===== src/pwr_seq_pkg.sv =====
// Shared constants, types and helpers for the power sequencing timing block.
// Assumes a 50 MHz core clock. Every delay and ramp interval is counted in
// ticks of a 50 us timebase.
package pwr_seq_pkg;

   ////////////////////////////////////////////////////////////////////////////
   // Timebase
   localparam int CLK_MHZ = 50;                      // Core clock rate
   localparam int TICK_US = 50;                      // Finest timing step
   localparam int TICK_CYCLES = TICK_US * CLK_MHZ;   // Core cycles per tick
   localparam int TICKW = 9;                         // Holds 320 ticks (16 ms)

   // Supported settings, in microseconds
   localparam int T_50_US = 50;
   localparam int T_500_US = 500;
   localparam int T_1000_US = 1000;
   localparam int T_1500_US = 1500;
   localparam int T_2000_US = 2000;
   localparam int T_4000_US = 4000;
   localparam int T_8000_US = 8000;
   localparam int T_16000_US = 16000;

   ////////////////////////////////////////////////////////////////////////////
   // Command codes and word layout
   localparam logic [7:0] CMD_START_DLY = 8'h60;
   localparam logic [7:0] CMD_RISE = 8'h61;
   localparam logic [7:0] CMD_STOP_DLY = 8'h64;
   localparam logic [4:0] EXP_FIXED = 5'h1f;        // Exponent -1: 0.5 ms step
   localparam logic [7:0] HI_FIXED = 8'hf8;         // Exponent plus zero bits 10:8
   localparam logic [7:0] LO_DLY_MASK = 8'h07;      // Writable bits 2:0
   localparam logic [7:0] LO_RISE_MASK = 8'h3f;     // Writable bits 5:0
   localparam logic [2:0] RST_DLY = 3'h0;
   localparam logic [5:0] RST_RISE = 6'h00;

   // Timing configuration as held and restored
   typedef struct packed {
      logic [2:0] start_m;
      logic [5:0] rise_m;
      logic [2:0] stop_m;
   } timing_cfg_t;

   // Communication fault flags
   typedef struct packed {
      logic cml;
      logic ivd;
   } cml_status_t;

   ////////////////////////////////////////////////////////////////////////////
   // Mantissa to tick maps
   function automatic logic [TICKW-1:0] us2t(input int us);
      return TICKW'(us / TICK_US);
   endfunction

   function automatic logic [TICKW-1:0] start_ticks(input logic [2:0] m);
      case (m)
         3'h0: return us2t(T_50_US);
         3'h1: return us2t(T_500_US);
         3'h2: return us2t(T_1000_US);
         default: return us2t(T_2000_US);
      endcase
   endfunction

   function automatic logic [TICKW-1:0] rise_ticks(input logic [5:0] m);
      if (m[5]) return us2t(T_16000_US);
      else if (m[4]) return us2t(T_8000_US);
      else if (m[3]) return us2t(T_4000_US);
      else if (m[2]) return us2t(T_2000_US);
      else if (m[1]) return us2t(T_1000_US);
      else return us2t(T_500_US);
   endfunction

   // Value 3 falls in two printed ranges; the narrow 1.5 ms row is taken
   function automatic logic [TICKW-1:0] stop_ticks(input logic [2:0] m);
      case (m)
         3'h0: return '0;
         3'h1, 3'h2: return us2t(T_1000_US);
         3'h3: return us2t(T_1500_US);
         default: return us2t(T_2000_US);
      endcase
   endfunction

   // Slew selector 0..5 for the reference ramp
   function automatic logic [2:0] rise_code(input logic [5:0] m);
      if (m[5]) return 3'h5;
      else if (m[4]) return 3'h4;
      else if (m[3]) return 3'h3;
      else if (m[2]) return 3'h2;
      else if (m[1]) return 3'h1;
      else return 3'h0;
   endfunction

   // Canonical restore values: one per hardware setting, but two (0 and 1) for soft-start 0.5 ms
   function automatic logic [2:0] canon_start(input logic [2:0] m);
      return (m > 3'h3) ? 3'h3 : m;
   endfunction

   function automatic logic [5:0] canon_rise(input logic [5:0] m);
      return (m == 6'h00) ? 6'h00 : 6'(6'h01 << rise_code(m));
   endfunction

   function automatic logic [2:0] canon_stop(input logic [2:0] m);
      case (m)
         3'h0: return 3'h0;
         3'h1, 3'h2: return 3'h1;
         3'h3: return 3'h3;
         default: return 3'h4;
      endcase
   endfunction

endpackage


===== src/sync2.sv =====
// Two flip-flop synchroniser for pin-level inputs.
// Assumes each bit is a slow level; no bus coherence is implied between bits.
`timescale 1ns/1ps
`default_nettype none
module sync2 #(
   parameter int W = 1,
   parameter logic [W-1:0] RST_VAL = '0   // Idle level of each pin: no false edge after reset
) (
   input wire logic ref_clk,
   input wire logic rst,
   input wire logic [W-1:0] d,
   output var logic [W-1:0] q
);
   logic [W-1:0] meta_r;   // First stage, read only by q

   // Plain double register
   always_ff @(posedge ref_clk or posedge rst) begin
      if (rst) begin
         meta_r <= RST_VAL;
         q <= RST_VAL;
      end else begin
         meta_r <= d;
         q <= meta_r;
      end
   end
endmodule
`default_nettype wire


===== src/interval_timer.sv =====
// Interval timer on a divided timebase: load N ticks, done pulses N ticks later.
// Assumes load is a one-cycle pulse from logic on the same clock.
`timescale 1ns/1ps
`default_nettype none
module interval_timer #(
   parameter int TICKW = 9,
   parameter int TICK_CYCLES = 2500
) (
   input wire logic ref_clk,
   input wire logic rst,
   input wire logic load,
   input wire logic [TICKW-1:0] ticks,
   output var logic done
);
   localparam int PW = $clog2(TICK_CYCLES);
   localparam logic [PW-1:0] PRE_LAST = PW'(TICK_CYCLES - 1);

   // A divider of one cycle would make the tick a constant
   if (TICK_CYCLES < 2) begin : g_bad_tick
      $error("interval_timer: TICK_CYCLES must be at least 2");
   end

   logic [PW-1:0] pre_r;      // Prescaler, restarted on load for exact spans
   logic [TICKW-1:0] rem_r;   // Ticks still to run
   logic busy_r;
   wire logic tick = busy_r && (pre_r == PRE_LAST);

   // Reload wins over a running interval
   always_ff @(posedge ref_clk or posedge rst) begin
      if (rst) begin
         pre_r <= '0;
         rem_r <= '0;
         busy_r <= 1'b0;
         done <= 1'b0;
      end else if (load) begin
         pre_r <= '0;
         rem_r <= ticks;
         busy_r <= (ticks != '0);
         done <= (ticks == '0);
      end else begin
         done <= tick && (rem_r == TICKW'(1));
         pre_r <= (tick || !busy_r) ? '0 : pre_r + PW'(1);
         if (tick) begin
            rem_r <= rem_r - TICKW'(1);
            busy_r <= (rem_r != TICKW'(1));
         end
      end
   end
endmodule
`default_nettype wire


===== src/pwr_seq_timing_regs.sv =====
// Power sequencing timing words on a two-wire management bus, plus the
// start-delay / ramp / stop-delay sequencer that those words steer.
// Assumes scl/sda and the run and band levels are pins, sampled here.
//
// Notes on behaviour
// - Start condition waits start delay before rising.
// - Exponent bits 15:11 fixed 11111b, read-only.
// - Start mantissa zero still enforces 50 us.
// - Start map 0.05, 0.5, 1, 2 ms.
// - Any mantissa stored; nearest setting applied (soft-start rounds down instead, to 0.5 ms at least).
// - Restore loads canonical mantissa per setting.
// - Read-only change: NACK, discard, set cml, ivd.
// - Soft-start word selects reference ramp slew.
// - Soft-start mantissa bits 5:0, reset zero.
// - Soft-start map 0.5 through 16 ms.
// - Setpoint boot may end the ramp early.
// - Stop condition waits stop delay before soft-stop.
// - Delay mantissas bits 2:0, reset zero.
// - Stop map 0, 1, 1.5, 2 ms.
// - Reserved bits always read zero.
// - Word write and read, effective on the fly.
// - Soft-start from memory or strap; delays memory.
`timescale 1ns/1ps
`default_nettype none
module pwr_seq_timing_regs #(
   parameter logic [6:0] DEV_ADDR = 7'h2a   // Bus address, arbitrary default
) (
   input wire logic ref_clk,
   input wire logic rst,
   input wire logic scl_in,
   input wire logic sda_in,
   output var logic sda_out,
   output var logic sda_oe,
   input wire logic run_req,
   input wire logic vout_in_band,
   input wire logic boot_from_setpoint,
   input wire logic nvm_load,
   input wire pwr_seq_pkg::timing_cfg_t nvm_cfg,
   input wire logic strap_load,
   input wire logic [5:0] strap_rise,
   input wire logic cml_clr,
   output var pwr_seq_pkg::timing_cfg_t cfg,
   output var pwr_seq_pkg::cml_status_t cml_stat,
   output var logic [2:0] ramp_sel,
   output var logic rise_go,
   output var logic ramp_active,
   output var logic soft_stop_go
);
   import pwr_seq_pkg::*;

   ////////////////////////////////////////////////////////////////////////////
   // Pin sampling and bus edge detection
   logic [3:0] pins_s;          // Synchronised scl, sda, run, band
   logic scl_d, sda_d;          // One more stage for edges
   sync2 #(.W(4), .RST_VAL(4'b1100)) u_sync (   // Bus pins idle high, like the edge history
      .ref_clk(ref_clk),
      .rst(rst),
      .d({scl_in, sda_in, run_req, vout_in_band}),
      .q(pins_s)
   );
   wire logic scl_s = pins_s[3];
   wire logic sda_s = pins_s[2];
   wire logic run_s = pins_s[1];
   wire logic band_s = pins_s[0];
   wire logic scl_rise = scl_s && !scl_d;
   wire logic scl_fall = !scl_s && scl_d;
   // Data moving while the clock is high frames a transaction
   wire logic start_det = scl_s && scl_d && sda_d && !sda_s;
   wire logic stop_det = scl_s && scl_d && !sda_d && sda_s;

   // Edge history
   always_ff @(posedge ref_clk or posedge rst) begin
      if (rst) begin
         scl_d <= 1'b1;
         sda_d <= 1'b1;
      end else begin
         scl_d <= scl_s;
         sda_d <= sda_s;
      end
   end

   ////////////////////////////////////////////////////////////////////////////
   // Byte engine state
   typedef enum logic [2:0] {
      B_IDLE = 3'b000,
      B_RX = 3'b001,
      B_ACK = 3'b010,
      B_TX = 3'b011,
      B_RACK = 3'b100
   } bus_st_t;

   bus_st_t bus_st_r;
   logic [7:0] shift_r;     // Receive and transmit shifter
   logic [3:0] bit_cnt_r;   // Bits moved in this byte
   logic [1:0] idx_r;       // 0 address, 1 command, 2 low, 3 high
   logic is_read_r;         // Address byte asked for a read
   logic ack_r;             // This byte is acknowledged
   logic m_ack_r;           // Host acknowledged our byte
   logic tx_hi_r;           // High byte is on its way out
   logic sda_drv_r;         // Pull data low
   logic [7:0] cmd_r;
   logic [7:0] lo_r;
   timing_cfg_t cfg_r;
   logic ivd_r, cml_r;

   ////////////////////////////////////////////////////////////////////////////
   // Byte decode
   wire logic byte_end = (bus_st_r == B_RX) && scl_fall && (bit_cnt_r == 4'h8);
   wire logic addr_hit = (shift_r[7:1] == DEV_ADDR);
   wire logic cmd_known = (shift_r == CMD_START_DLY) || (shift_r == CMD_RISE) ||
                          (shift_r == CMD_STOP_DLY);
   wire logic [7:0] lo_mask = (cmd_r == CMD_RISE) ? LO_RISE_MASK : LO_DLY_MASK;
   // Read-only bits must arrive as they read back
   wire logic lo_ok = ((shift_r & ~lo_mask) == 8'h00);
   wire logic hi_ok = (shift_r == HI_FIXED);
   wire logic byte_ack = (idx_r == 2'h0) ? addr_hit :
                         (idx_r == 2'h1) ? cmd_known :
                         (idx_r == 2'h2) ? lo_ok : hi_ok;
   wire logic wr_data = byte_end && !is_read_r && idx_r[1];
   wire logic ivd_set = wr_data && !byte_ack;
   wire logic commit = wr_data && (idx_r == 2'h3) && hi_ok;

   // Readback word: fixed exponent, zero reserved, stored mantissa
   wire logic [7:0] rd_lo = (cmd_r == CMD_START_DLY) ? {5'h00, cfg_r.start_m} :
                            (cmd_r == CMD_RISE) ? {2'h0, cfg_r.rise_m} :
                            (cmd_r == CMD_STOP_DLY) ? {5'h00, cfg_r.stop_m} :
                            8'h00;
   wire logic [15:0] rd_word = {HI_FIXED, rd_lo};

   ////////////////////////////////////////////////////////////////////////////
   // Bus slave: shifts on clock rise, drives data after clock fall
   always_ff @(posedge ref_clk or posedge rst) begin
      if (rst) begin
         bus_st_r <= B_IDLE;
         shift_r <= 8'h00;
         bit_cnt_r <= 4'h0;
         idx_r <= 2'h0;
         is_read_r <= 1'b0;
         ack_r <= 1'b0;
         m_ack_r <= 1'b0;
         tx_hi_r <= 1'b0;
         sda_drv_r <= 1'b0;
         cmd_r <= 8'h00;
         lo_r <= 8'h00;
      end else if (stop_det) begin
         // Transaction over, release the line
         bus_st_r <= B_IDLE;
         sda_drv_r <= 1'b0;
      end else if (start_det) begin
         // Start or repeated start: expect an address byte
         bus_st_r <= B_RX;
         bit_cnt_r <= 4'h0;
         idx_r <= 2'h0;
         is_read_r <= 1'b0;
         sda_drv_r <= 1'b0;
      end else begin
         case (bus_st_r)
            B_RX: begin
               if (scl_rise && (bit_cnt_r != 4'h8)) begin
                  shift_r <= {shift_r[6:0], sda_s};
                  bit_cnt_r <= bit_cnt_r + 4'h1;
               end else if (byte_end) begin
                  // Refused bytes leave sda released: a NACK
                  ack_r <= byte_ack;
                  sda_drv_r <= byte_ack;
                  bus_st_r <= B_ACK;
                  if (idx_r == 2'h0) is_read_r <= shift_r[0];
                  if (idx_r == 2'h1) cmd_r <= shift_r;
                  if (idx_r == 2'h2) lo_r <= shift_r;
               end
            end
            B_ACK: begin
               if (scl_fall) begin
                  bit_cnt_r <= 4'h0;
                  if (!ack_r || (!is_read_r && idx_r == 2'h3)) begin
                     sda_drv_r <= 1'b0;
                     bus_st_r <= B_IDLE;
                  end else if (is_read_r) begin
                     // Word read: low byte first
                     shift_r <= rd_word[7:0];
                     sda_drv_r <= !rd_word[7];
                     tx_hi_r <= 1'b0;
                     bus_st_r <= B_TX;
                  end else begin
                     sda_drv_r <= 1'b0;
                     idx_r <= idx_r + 2'h1;
                     bus_st_r <= B_RX;
                  end
               end
            end
            B_TX: begin
               if (scl_fall) begin
                  if (bit_cnt_r == 4'h7) begin
                     sda_drv_r <= 1'b0;
                     bus_st_r <= B_RACK;
                  end else begin
                     shift_r <= {shift_r[6:0], 1'b0};
                     sda_drv_r <= !shift_r[6];
                     bit_cnt_r <= bit_cnt_r + 4'h1;
                  end
               end
            end
            B_RACK: begin
               if (scl_rise) begin
                  m_ack_r <= !sda_s;
               end else if (scl_fall) begin
                  bit_cnt_r <= 4'h0;
                  if (m_ack_r && !tx_hi_r) begin
                     shift_r <= rd_word[15:8];
                     sda_drv_r <= !rd_word[15];
                     tx_hi_r <= 1'b1;
                     bus_st_r <= B_TX;
                  end else begin
                     bus_st_r <= B_IDLE;
                  end
               end
            end
            default: begin
               sda_drv_r <= 1'b0;
            end
         endcase
      end
   end

   assign sda_out = 1'b0;       // Open drain: only ever pulls low
   assign sda_oe = sda_drv_r;

   ////////////////////////////////////////////////////////////////////////////
   // Timing words; restore beats a bus write landing in the same cycle
   always_ff @(posedge ref_clk or posedge rst) begin
      if (rst) begin
         cfg_r <= '{start_m: RST_DLY, rise_m: RST_RISE, stop_m: RST_DLY};
      end else if (nvm_load) begin
         cfg_r.start_m <= canon_start(nvm_cfg.start_m);
         cfg_r.rise_m <= canon_rise(nvm_cfg.rise_m);
         cfg_r.stop_m <= canon_stop(nvm_cfg.stop_m);
      end else begin
         if (strap_load) cfg_r.rise_m <= canon_rise(strap_rise);
         // Any mantissa is kept as written and read back
         if (commit && cmd_r == CMD_START_DLY) cfg_r.start_m <= lo_r[2:0];
         if (commit && cmd_r == CMD_RISE) cfg_r.rise_m <= lo_r[5:0];
         if (commit && cmd_r == CMD_STOP_DLY) cfg_r.stop_m <= lo_r[2:0];
      end
   end

   assign cfg = cfg_r;

   // Sticky fault flags; a new fault beats a clear in the same cycle
   always_ff @(posedge ref_clk or posedge rst) begin
      if (rst) begin
         ivd_r <= 1'b0;
         cml_r <= 1'b0;
      end else begin
         ivd_r <= ivd_set || (ivd_r && !cml_clr);
         cml_r <= ivd_set || (cml_r && !cml_clr);
      end
   end

   assign cml_stat = '{cml: cml_r, ivd: ivd_r};

   ////////////////////////////////////////////////////////////////////////////
   // Sequencer
   typedef enum logic [2:0] {
      S_IDLE = 3'b000,
      S_ON_DLY = 3'b001,
      S_RAMP = 3'b010,
      S_ON = 3'b011,
      S_OFF_DLY = 3'b100
   } seq_st_t;

   seq_st_t seq_r;
   logic tmr_done;
   wire logic active = (seq_r == S_ON_DLY) || (seq_r == S_RAMP) || (seq_r == S_ON);
   wire logic stop_req = active && !run_s;
   wire logic start_req = (seq_r == S_IDLE) && run_s;
   wire logic rise_now = (seq_r == S_ON_DLY) && tmr_done && run_s;
   // Setpoint boot may reach the band before the nominal ramp time
   wire logic ramp_end = (seq_r == S_RAMP) && run_s &&
                         (tmr_done || (boot_from_setpoint && band_s));
   wire logic tmr_load = start_req || rise_now || stop_req;
   // Intervals latch the word at their start; a new word applies to the next
   wire logic [TICKW-1:0] tmr_ticks = stop_req ? stop_ticks(cfg_r.stop_m) :
                                     start_req ? start_ticks(cfg_r.start_m) :
                                     rise_ticks(cfg_r.rise_m);

   interval_timer #(.TICKW(TICKW), .TICK_CYCLES(TICK_CYCLES)) u_tmr (
      .ref_clk(ref_clk),
      .rst(rst),
      .load(tmr_load),
      .ticks(tmr_ticks),
      .done(tmr_done)
   );

   // Delay then ramp on start; delay then soft-stop on stop
   always_ff @(posedge ref_clk or posedge rst) begin
      if (rst) begin
         seq_r <= S_IDLE;
         rise_go <= 1'b0;
         soft_stop_go <= 1'b0;
         ramp_sel <= 3'h0;
      end else begin
         rise_go <= rise_now;
         soft_stop_go <= (seq_r == S_OFF_DLY) && tmr_done;
         if (rise_now) ramp_sel <= rise_code(cfg_r.rise_m);
         case (seq_r)
            S_IDLE: if (start_req) seq_r <= S_ON_DLY;
            S_ON_DLY: begin
               if (stop_req) seq_r <= S_OFF_DLY;
               else if (rise_now) seq_r <= S_RAMP;
            end
            S_RAMP: begin
               if (stop_req) seq_r <= S_OFF_DLY;
               else if (ramp_end) seq_r <= S_ON;
            end
            S_ON: if (stop_req) seq_r <= S_OFF_DLY;
            S_OFF_DLY: if (tmr_done) seq_r <= S_IDLE;
            default: seq_r <= S_IDLE;
         endcase
      end
   end

   assign ramp_active = (seq_r == S_RAMP);

   ////////////////////////////////////////////////////////////////////////////
   // Checks, with cycle counter since the last timer load
   logic [19:0] dly_cnt_r;
   logic [TICKW-1:0] lat_ticks_r;
   wire logic [19:0] span = 20'(lat_ticks_r * TICK_CYCLES);

   always_ff @(posedge ref_clk or posedge rst) begin
      if (rst) begin
         dly_cnt_r <= 20'h0_0000;
         lat_ticks_r <= '0;
      end else begin
         dly_cnt_r <= tmr_load ? 20'h0_0000 : dly_cnt_r + 20'h0_0001;
         if (tmr_load) lat_ticks_r <= tmr_ticks;
      end
   end

   start_delay_a: assert property (@(posedge ref_clk) disable iff (rst)
      rise_go |-> $past(dly_cnt_r) == $past(span))
      else $error("start delay length wrong");
   start_min_a: assert property (@(posedge ref_clk) disable iff (rst)
      rise_go |-> $past(dly_cnt_r) >= 20'(TICK_CYCLES))
      else $error("start delay under minimum");
   stop_delay_a: assert property (@(posedge ref_clk) disable iff (rst)
      soft_stop_go |-> dly_cnt_r == span + 20'h0_0001)
      else $error("stop delay length wrong");
   ramp_time_a: assert property (@(posedge ref_clk) disable iff (rst)
      (ramp_active && tmr_done) |-> dly_cnt_r == span)
      else $error("ramp length wrong");
   ro_reject_a: assert property (@(posedge ref_clk) disable iff (rst)
      (ivd_set && !nvm_load && !strap_load) |=>
         !sda_oe && cml_stat.ivd && cml_stat.cml && $stable(cfg_r))
      else $error("bad write not refused");
   readback_a: assert property (@(posedge ref_clk) disable iff (rst)
      (commit && cmd_r == CMD_RISE && !nvm_load && !strap_load) |=>
         cfg_r.rise_m == $past(lo_r[5:0]))
      else $error("written mantissa not kept");
   exp_fixed_a: assert property (@(posedge ref_clk) disable iff (rst)
      (bus_st_r == B_TX && tx_hi_r && bit_cnt_r == 4'h0) |-> shift_r[7:3] == EXP_FIXED)
      else $error("exponent not fixed");
   reserved_a: assert property (@(posedge ref_clk) disable iff (rst)
      (bus_st_r == B_TX && !tx_hi_r && bit_cnt_r == 4'h0 && cmd_r != CMD_RISE) |->
         shift_r[7:3] == 5'h00)
      else $error("reserved bits not zero");
   restore_a: assert property (@(posedge ref_clk) disable iff (rst)
      nvm_load |=> $onehot0(cfg_r.rise_m) && cfg_r.stop_m != 3'h2 && cfg_r.start_m <= 3'h3)
      else $error("restore not canonical");
endmodule
`default_nettype wire


===== config.mk =====
export PLATFORM = sky130hd
export DESIGN_NAME = pwr_seq_timing_regs
export DESIGN_NICKNAME = d
export VERILOG_FILES = /design/src/pwr_seq_pkg.sv /design/src/sync2.sv /design/src/interval_timer.sv /design/src/pwr_seq_timing_regs.sv
export SDC_FILE = /design/constraint.sdc
export NUM_CORES = 1
export LEC_CHECK = 0
export BUFFER_PORTS_ARGS = -buffer_cell sky130_fd_sc_hd__buf_2
export CELL_PAD_IN_SITES_DETAIL_PLACEMENT = 0
export CELL_PAD_IN_SITES_GLOBAL_PLACEMENT = 1
export CORE_ASPECT_RATIO = 1.4
export CORE_MARGIN = 8
export CORE_UTILIZATION = 30
export CTS_CLUSTER_DIAMETER = 100
export DETAILED_ROUTE_END_ITERATION = 10
export PLACE_DENSITY = 0.53
export REMOVE_ABC_BUFFERS = 1
export SYNTH_ARGS = -nofsm -noshare
export SYNTH_HDL_FRONTEND = slang
export SYNTH_SLANG_ARGS = --single-unit
export TNS_END_PERCENT = 100

===== constraint.sdc =====
create_clock -name ref_clk -period 2.95 [get_ports ref_clk]
set_input_delay 0.295 -clock ref_clk [delete_from_list [all_inputs] [get_ports ref_clk]]
set_output_delay 0.295 -clock ref_clk [all_outputs]
set_load 0.005 [all_outputs]

==> impl_metrics.json, run 1 <==
{
  "startpoint_type": "register",
  "yosys.area_share.adder_pct": 2.11,
  "syn-cell-area_sq_mm": 0.00534,
  "mostFrequentLayoutCells": "dfrtp_1 (85), nor2_1 (57), buf_2 (48)",
  "final_util_pct": 35.5,
  "grt_pass1_vias": 4498,
  "post_cts_buffers": 0,
  "async_flop_share_pct": 100,
  "tns_ns": 0,
  "pre_cts_ws_ns": 0.690,
  "grt_max_degree": 50,
  "powerDensity_mw_per_mm2": 727,
  "cts-htree-levels": 3,
  "timing.rr.end": "shift_r[3]",
  "cts-root-buf": "clkbuf_16",
  "status": "completed",
  "r2r_cells": 6,
  "cp_cell_sequence": "buf_4 > xnor2_1 > o32ai_1 > a211oi_2 > o211ai_2 > mux2_2",
  "timing.slew.headroom_pct": 54.4,
  "fp.dieH_microns": 174,
  "synthXorXnorAreaFrac_pct": 2.30,
  "ys.flop_type": "dfrtp_1",
  "period_needed_ns": 2.32,
  "antenna_found_initial": 0,
  "hold_end": "u_sync.meta_r[2]",
  "ant_nets": 0,
  "crit_fanout": 14,
  "rsz0062_at_grt": "false",
  "areaGrowthSynthToFinish_pct": 15.6,
  "vias_per_cell": 5.18,
  "clk_pin_slew_ns": 0.08,
  "fin_crit_sh_pct": 78.6,
  "die_x_microns": 129,
  "p_leak_nw": 2.70,
  "crit_slowest_cell": "dfrtp_1",
  "syn_inst": 554,
  "cts_resized": 0,
  "worstHoldPathCells": 1,
  "gr-usage-all-layers_pct": 14.4,
  "synth.area.mux_share_pct": 7.71,
  "arrival_ns": 2.55,
  "drt_iter0_drc": 302,
  "dieArea_sq_mm": 0.0224,
  "syn_area_per_cell_sq_um": 9.64,
  "initial_core_util_pct": 30.7,
  "synth_compound_area_share_pct": 17.1,
  "required_ns": 3.18,
  "fin_nets": 637,
  "maxSlewViolCount": 0,
  "cts_buffers": 9,
  "fmax_ghz": 0.432,
  "grt_overflow": 0,
  "max_stage_delay_ns": 0.58,
  "reg2reg_from": "bus_st_r[2]",
  "r2r_setup_slack_ns": 0.63,
  "core_sq_mm": 0.0174,
  "vias": 4354,
  "fillers": 1835,
  "crit_path_end_kind": "register",
  "drive_gt1_share_pct": 22.0,
  "drv_cap": 0,
  "clock-sinks": 91,
  "routed_wl_microns": 15700,
  "layout_commonest_cell": "dfrtp_1",
  "stdcell_count": 841,
  "synth_warnings": 0,
  "wl_per_cell_microns": 18.6,
  "ys_types": 87,
  "clk_latency_ns": 0.35,
  "rows": 57,
  "fin_worst_skew_ns": 0.00921,
  "worstHoldPathType": "primary input to register",
  "holdBufCountCts": 0,
  "crit_start": "bus_st_r[2]",
  "critPathKind": "register to register",
  "gp_congestion": 0.872,
  "tightest_slew_ns": 0.684,
  "synth_edf_count": 0,
  "first_pass_iters": 4,
  "hold_viol_final": 0,
  "diodes": 0,
  "cts.path.max_buffers": 2,
  "yosys_register_bits": 91,
  "vdd_ir_drop_max_v": 0.000280,
  "io_buffers": 48,
  "timing.final.ws_setup_ns": 0.633,
  "final-setup-viol-count": 0,
  "dp.cells": 825,
  "hpwl_microns": 11900,
  "cts_tree": "yes",
  "grt_first_pass_wirelength_microns": 25000,
  "min_from": "sda_in",
  "drc_errors": 0,
  "yosysSeqAreaShare_pct": 42.8,
  "holdWs_ns": 0.0420,
  "synth-simple-area-share_pct": 23.8,
  "io_pins": 50,
  "synth_top_family_by_area": "simple AND/OR/NAND/NOR gates"
}
==> worst max-delay path: cells and delay by family (launching register included) <==
kind	cells	cell delay, ns
mux	1	0.39
compound gates	3	0.91
xor+xnor	1	0.09
buf+inv	1	0.23
flops	1	0.58
==> worst max-delay path by stage <==
stage / end / slack [ns] / cells after the start
after detailed placement: cfg[4] / 0.69 / 5
after floorplan: ack_r / 0.30 / 1
final: shift_r[3] / 0.63 / 6
after global routing: u_tmr.rem_r[8] / 0.44 / 6
after CTS: shift_r[3] / 0.67 / 6
after global placement: bus_st_r[0] / 0.69 / 5
==> cell families after synthesis <==
| kind of cell | Yosys count |
|---|---|
| AND/OR/NAND/NOR | 219 |
| AO/OA/AOI/OAI | 131 |
| flip-flops | 91 |
| buffers and inverters | 51 |
| multiplexers | 38 |
| XOR/XNOR | 14 |
| adder cells (fa/ha/maj) | 9 |
| other | 1 |
==> flip-flops by register name (all words and copies together) (netlist names), 2 cells and up <==
signal and flops:
bit_cnt_r 4, idx_r 2, lo_r 6, cfg 12
ramp_sel 3, bus_st_r 3, u_sync.meta_r 4, u_tmr.pre_r 12
shift_r 8, u_tmr.rem_r 9, seq_r 3, cmd_r 8
u_sync.q 4
==> stage by stage <==
stage	total power [mW]	area (sq um)
2_1_floorplan	2.69	5220
3_3_place_gp	3.19	5850
3_5_place_dp	3.20	5850
4_1_cts	4.56	6180
5_1_grt	4.78	6180
6_report	4.49	6180
==> area by class of cell <==
class	instances	area [sq um]	area share, %
multi-input combinational	412	2830	45.8
inverter	28	108	1.74
timing repair buffer	58	328	5.31
tap	236	295	4.78
clock buffer	9	225	3.65
sequential	91	2280	37.0
clock inverter	7	106	1.72
==> report_power, final <==
group          internal, mW  switching (mW)  leakage [nW]
clock network         0.762           0.562         0.163
logic                 0.594           0.774          1.34
registers              1.46           0.333          1.19
total                  2.82            1.67          2.70
==> per-layer routing <==
| layer | part of all wire (%) | track usage [%] |
|---|---|---|
| met2 | 53 | 25.3 |
| met5 | 0 | 0 |
| met3 | 3.3 | 2.56 |
| met4 | 2.5 | 6.04 |
| met1 | 41 | 16.5 |
==> synthesized netlist by cell type, types with 6 or more instances <==
| cell | count | area, sq um |
|---|---|---|
| nand2b_1 | 9 | 56.3 |
| nor2b_1 | 14 | 87.6 |
| xor2_1 | 6 | 52.6 |
| xnor2_1 | 8 | 70.1 |
| nor3_1 | 14 | 70.1 |
| nand2_1 | 36 | 135 |
| mux2_2 | 25 | 282 |
| inv_1 | 27 | 101 |
| ha_1 | 9 | 113 |
| mux2i_1 | 13 | 130 |
| dfrtp_1 | 85 | 2130 |
| nand3_1 | 22 | 110 |
| a31oi_1 | 7 | 43.8 |
| dfstp_2 | 6 | 158 |
| buf_2 | 7 | 35.0 |
| o2bb2ai_1 | 6 | 52.6 |
| o21ai_0 | 25 | 125 |
| a21oi_1 | 31 | 155 |
| nor2_1 | 57 | 214 |
| clkbuf_1 | 8 | 30.0 |
| nand4_1 | 7 | 43.8 |
Note: power is estimated with default switching activity, not from simulation.
==> run 2: changes to the inputs <==
- clock period: 2.95 -> 2.4 ns (I/O delays scaled with it)
==> impl_metrics.json, run 2 (synthesis gave the netlist of run 1 again) <==
{
  "hold_viol_final": 12,
  "fin_worst_skew_ns": 0.00687,
  "drive_gt1_share_pct": 24.3,
  "gp_congestion": 0.825,
  "worstHoldPathType": "primary input to asynchronous set/reset pin",
  "maxSlewViolCount": 0,
  "cts-root-buf": "clkbuf_16",
  "die_x_microns": 129,
  "cts-htree-levels": 3,
  "fp.dieH_microns": 174,
  "grt_overflow": 0,
  "drt_iter0_drc": 305,
  "dieArea_sq_mm": 0.0224,
  "initial_core_util_pct": 30.7,
  "grt_pass1_vias": 4561,
  "violations": "negative hold slack",
  "drv_cap": 0,
  "diodes": 0,
  "powerDensity_mw_per_mm2": 870,
  "mostFrequentLayoutCells": "dfrtp_1 (85), nor2_1 (57), buf_2 (48)",
  "antenna_found_initial": 0,
  "post_cts_buffers": 0,
  "critPathKind": "register to register",
  "holdWs_ns": -0.0129,
  "hpwl_microns": 11800,
  "cts_resized": 0,
  "reg2reg_from": "bit_cnt_r[1]",
  "fin_crit_sh_pct": 94.4,
  "io_buffers": 48,
  "crit_path_end_kind": "register",
  "ant_nets": 0,
  "r2r_setup_slack_ns": 0.13,
  "fin_nets": 662,
  "cts_tree": "yes",
  "wl_per_cell_microns": 17.5,
  "rsz0062_at_grt": "false",
  "p_leak_nw": 2.81,
  "fillers": 1834,
  "crit_fanout": 4,
  "vdd_ir_drop_max_v": 0.000322,
  "rows": 57,
  "io_pins": 50,
  "grt_first_pass_wirelength_microns": 24700,
  "fmax_ghz": 0.441,
  "clk_latency_ns": 0.34,
  "areaGrowthSynthToFinish_pct": 19.1,
  "crit_start": "bit_cnt_r[1]",
  "required_ns": 2.63,
  "routed_wl_microns": 15200,
  "layout_commonest_cell": "dfrtp_1",
  "core_sq_mm": 0.0174,
  "first_pass_iters": 5,
  "p_total_mw": 5.53,
  "r2r_cells": 7,
  "clk_pin_slew_ns": 0.07,
  "gr-usage-all-layers_pct": 14.0,
  "grt_max_degree": 48,
  "tightest_slew_ns": 0.634,
  "final-setup-viol-count": 0,
  "period_needed_ns": 2.27,
  "cts.path.max_buffers": 2,
  "crit_path_end": "cfg[4]",
  "vias": 4428,
  "timing.rr.end": "cfg[4]",
  "startpoint_type": "register",
  "cts_buffers": 9,
  "status": "finished, violations left",
  "clock-sinks": 91,
  "vias_per_cell": 5.12,
  "drc_errors": 0,
  "arrival_ns": 2.49,
  "timing.slew.headroom_pct": 57.7
}
==> run 2: cell types whose count changed in the layout (fill, tap and decap cells not counted) <==
| cell | before | now |
|---|---|---|
| buf_4 | 9 | 30 |
| inv_6 | 4 | 0 |
| dlygate4sd3_1 | 0 | 4 |
| clkinv_2 | 0 | 2 |
| clkbuf_8 | 0 | 1 |
| clkinvlp_4 | 0 | 1 |
| inv_8 | 1 | 0 |
==> run 2: layout make-up <==
type / instances / area, sq um / area share, %
multi-input cells: 412 / 2830 / 44.5
flip-flops and latches: 91 / 2280 / 35.9
repair buffers: 83 / 526 / 8.26
well taps: 236 / 295 / 4.64
clock buffers: 10 / 239 / 3.76
inverters: 28 / 108 / 1.69
clock inverters: 5 / 77.6 / 1.22
==> run 2: timing repair <==
item                                    in CTS  in global routing
endpoints found under the setup margin       0                  0
hold buffers                                 4                  0
endpoints found under the hold margin        4                  0
==> run 2: worst min-delay path by stage <==
stage | slack, ns | cells past startpoint | endpoint | startpoint
floorplan | 0.24 | 0 | u_sync.meta_r[2] | sda_in
global placement | 0.34 | 0 | u_sync.q[1] | u_sync.meta_r[1]
detailed placement | 0.33 | 0 | u_sync.q[0] | u_sync.meta_r[0]
CTS | 0.008 | 2 | bit_cnt_r[2] | rst
global route | 0.04 | 2 | m_ack_r | rst
finish | -0.01 | 2 | bus_st_r[0] | rst
==> run 2: critical path, stage by stage (launching register included) <==
cell      delay (ns)
dfrtp_1         0.42
inv_1           0.09
ha_1            0.19
nand3b_4        0.11
or4_4           0.55
nor3_4          0.25
mux2_2          0.36
o22a_1          0.18
==> run 2: per-stage QoR <==
stage	cells	cell area, sq um	setup TNS [ns]	util, %	setup WS, ns
final	865	6360	0	36.5	0.134
after global routing	865	6360	0	36.5	0.0232
after CTS	865	6360	0	36.5	0.123
after detailed placement	846	6000	0	34.5	0.151
after global placement	846	6000	0	34.5	0.194
after floorplan	531	5220	-16.46	-	-0.194
==> run 2: layer usage <==
| metal | track usage, % | wire length, microns |
|---|---|---|
| met1 | 16.1 | 6270 |
| met2 | 25.0 | 8130 |
| met3 | 2.25 | 412 |
| met4 | 5.55 | 352 |
| met5 | 0 | 0 |
==> run 2: report_power, final <==
| group | leakage, nW | switching (mW) | internal (mW) |
|---|---|---|---|
| registers | 1.19 | 0.307 | 1.80 |
| clock network | 0.154 | 0.595 | 0.931 |
| logic | 1.47 | 1.05 | 0.845 |
| total | 2.81 | 1.95 | 3.58 |
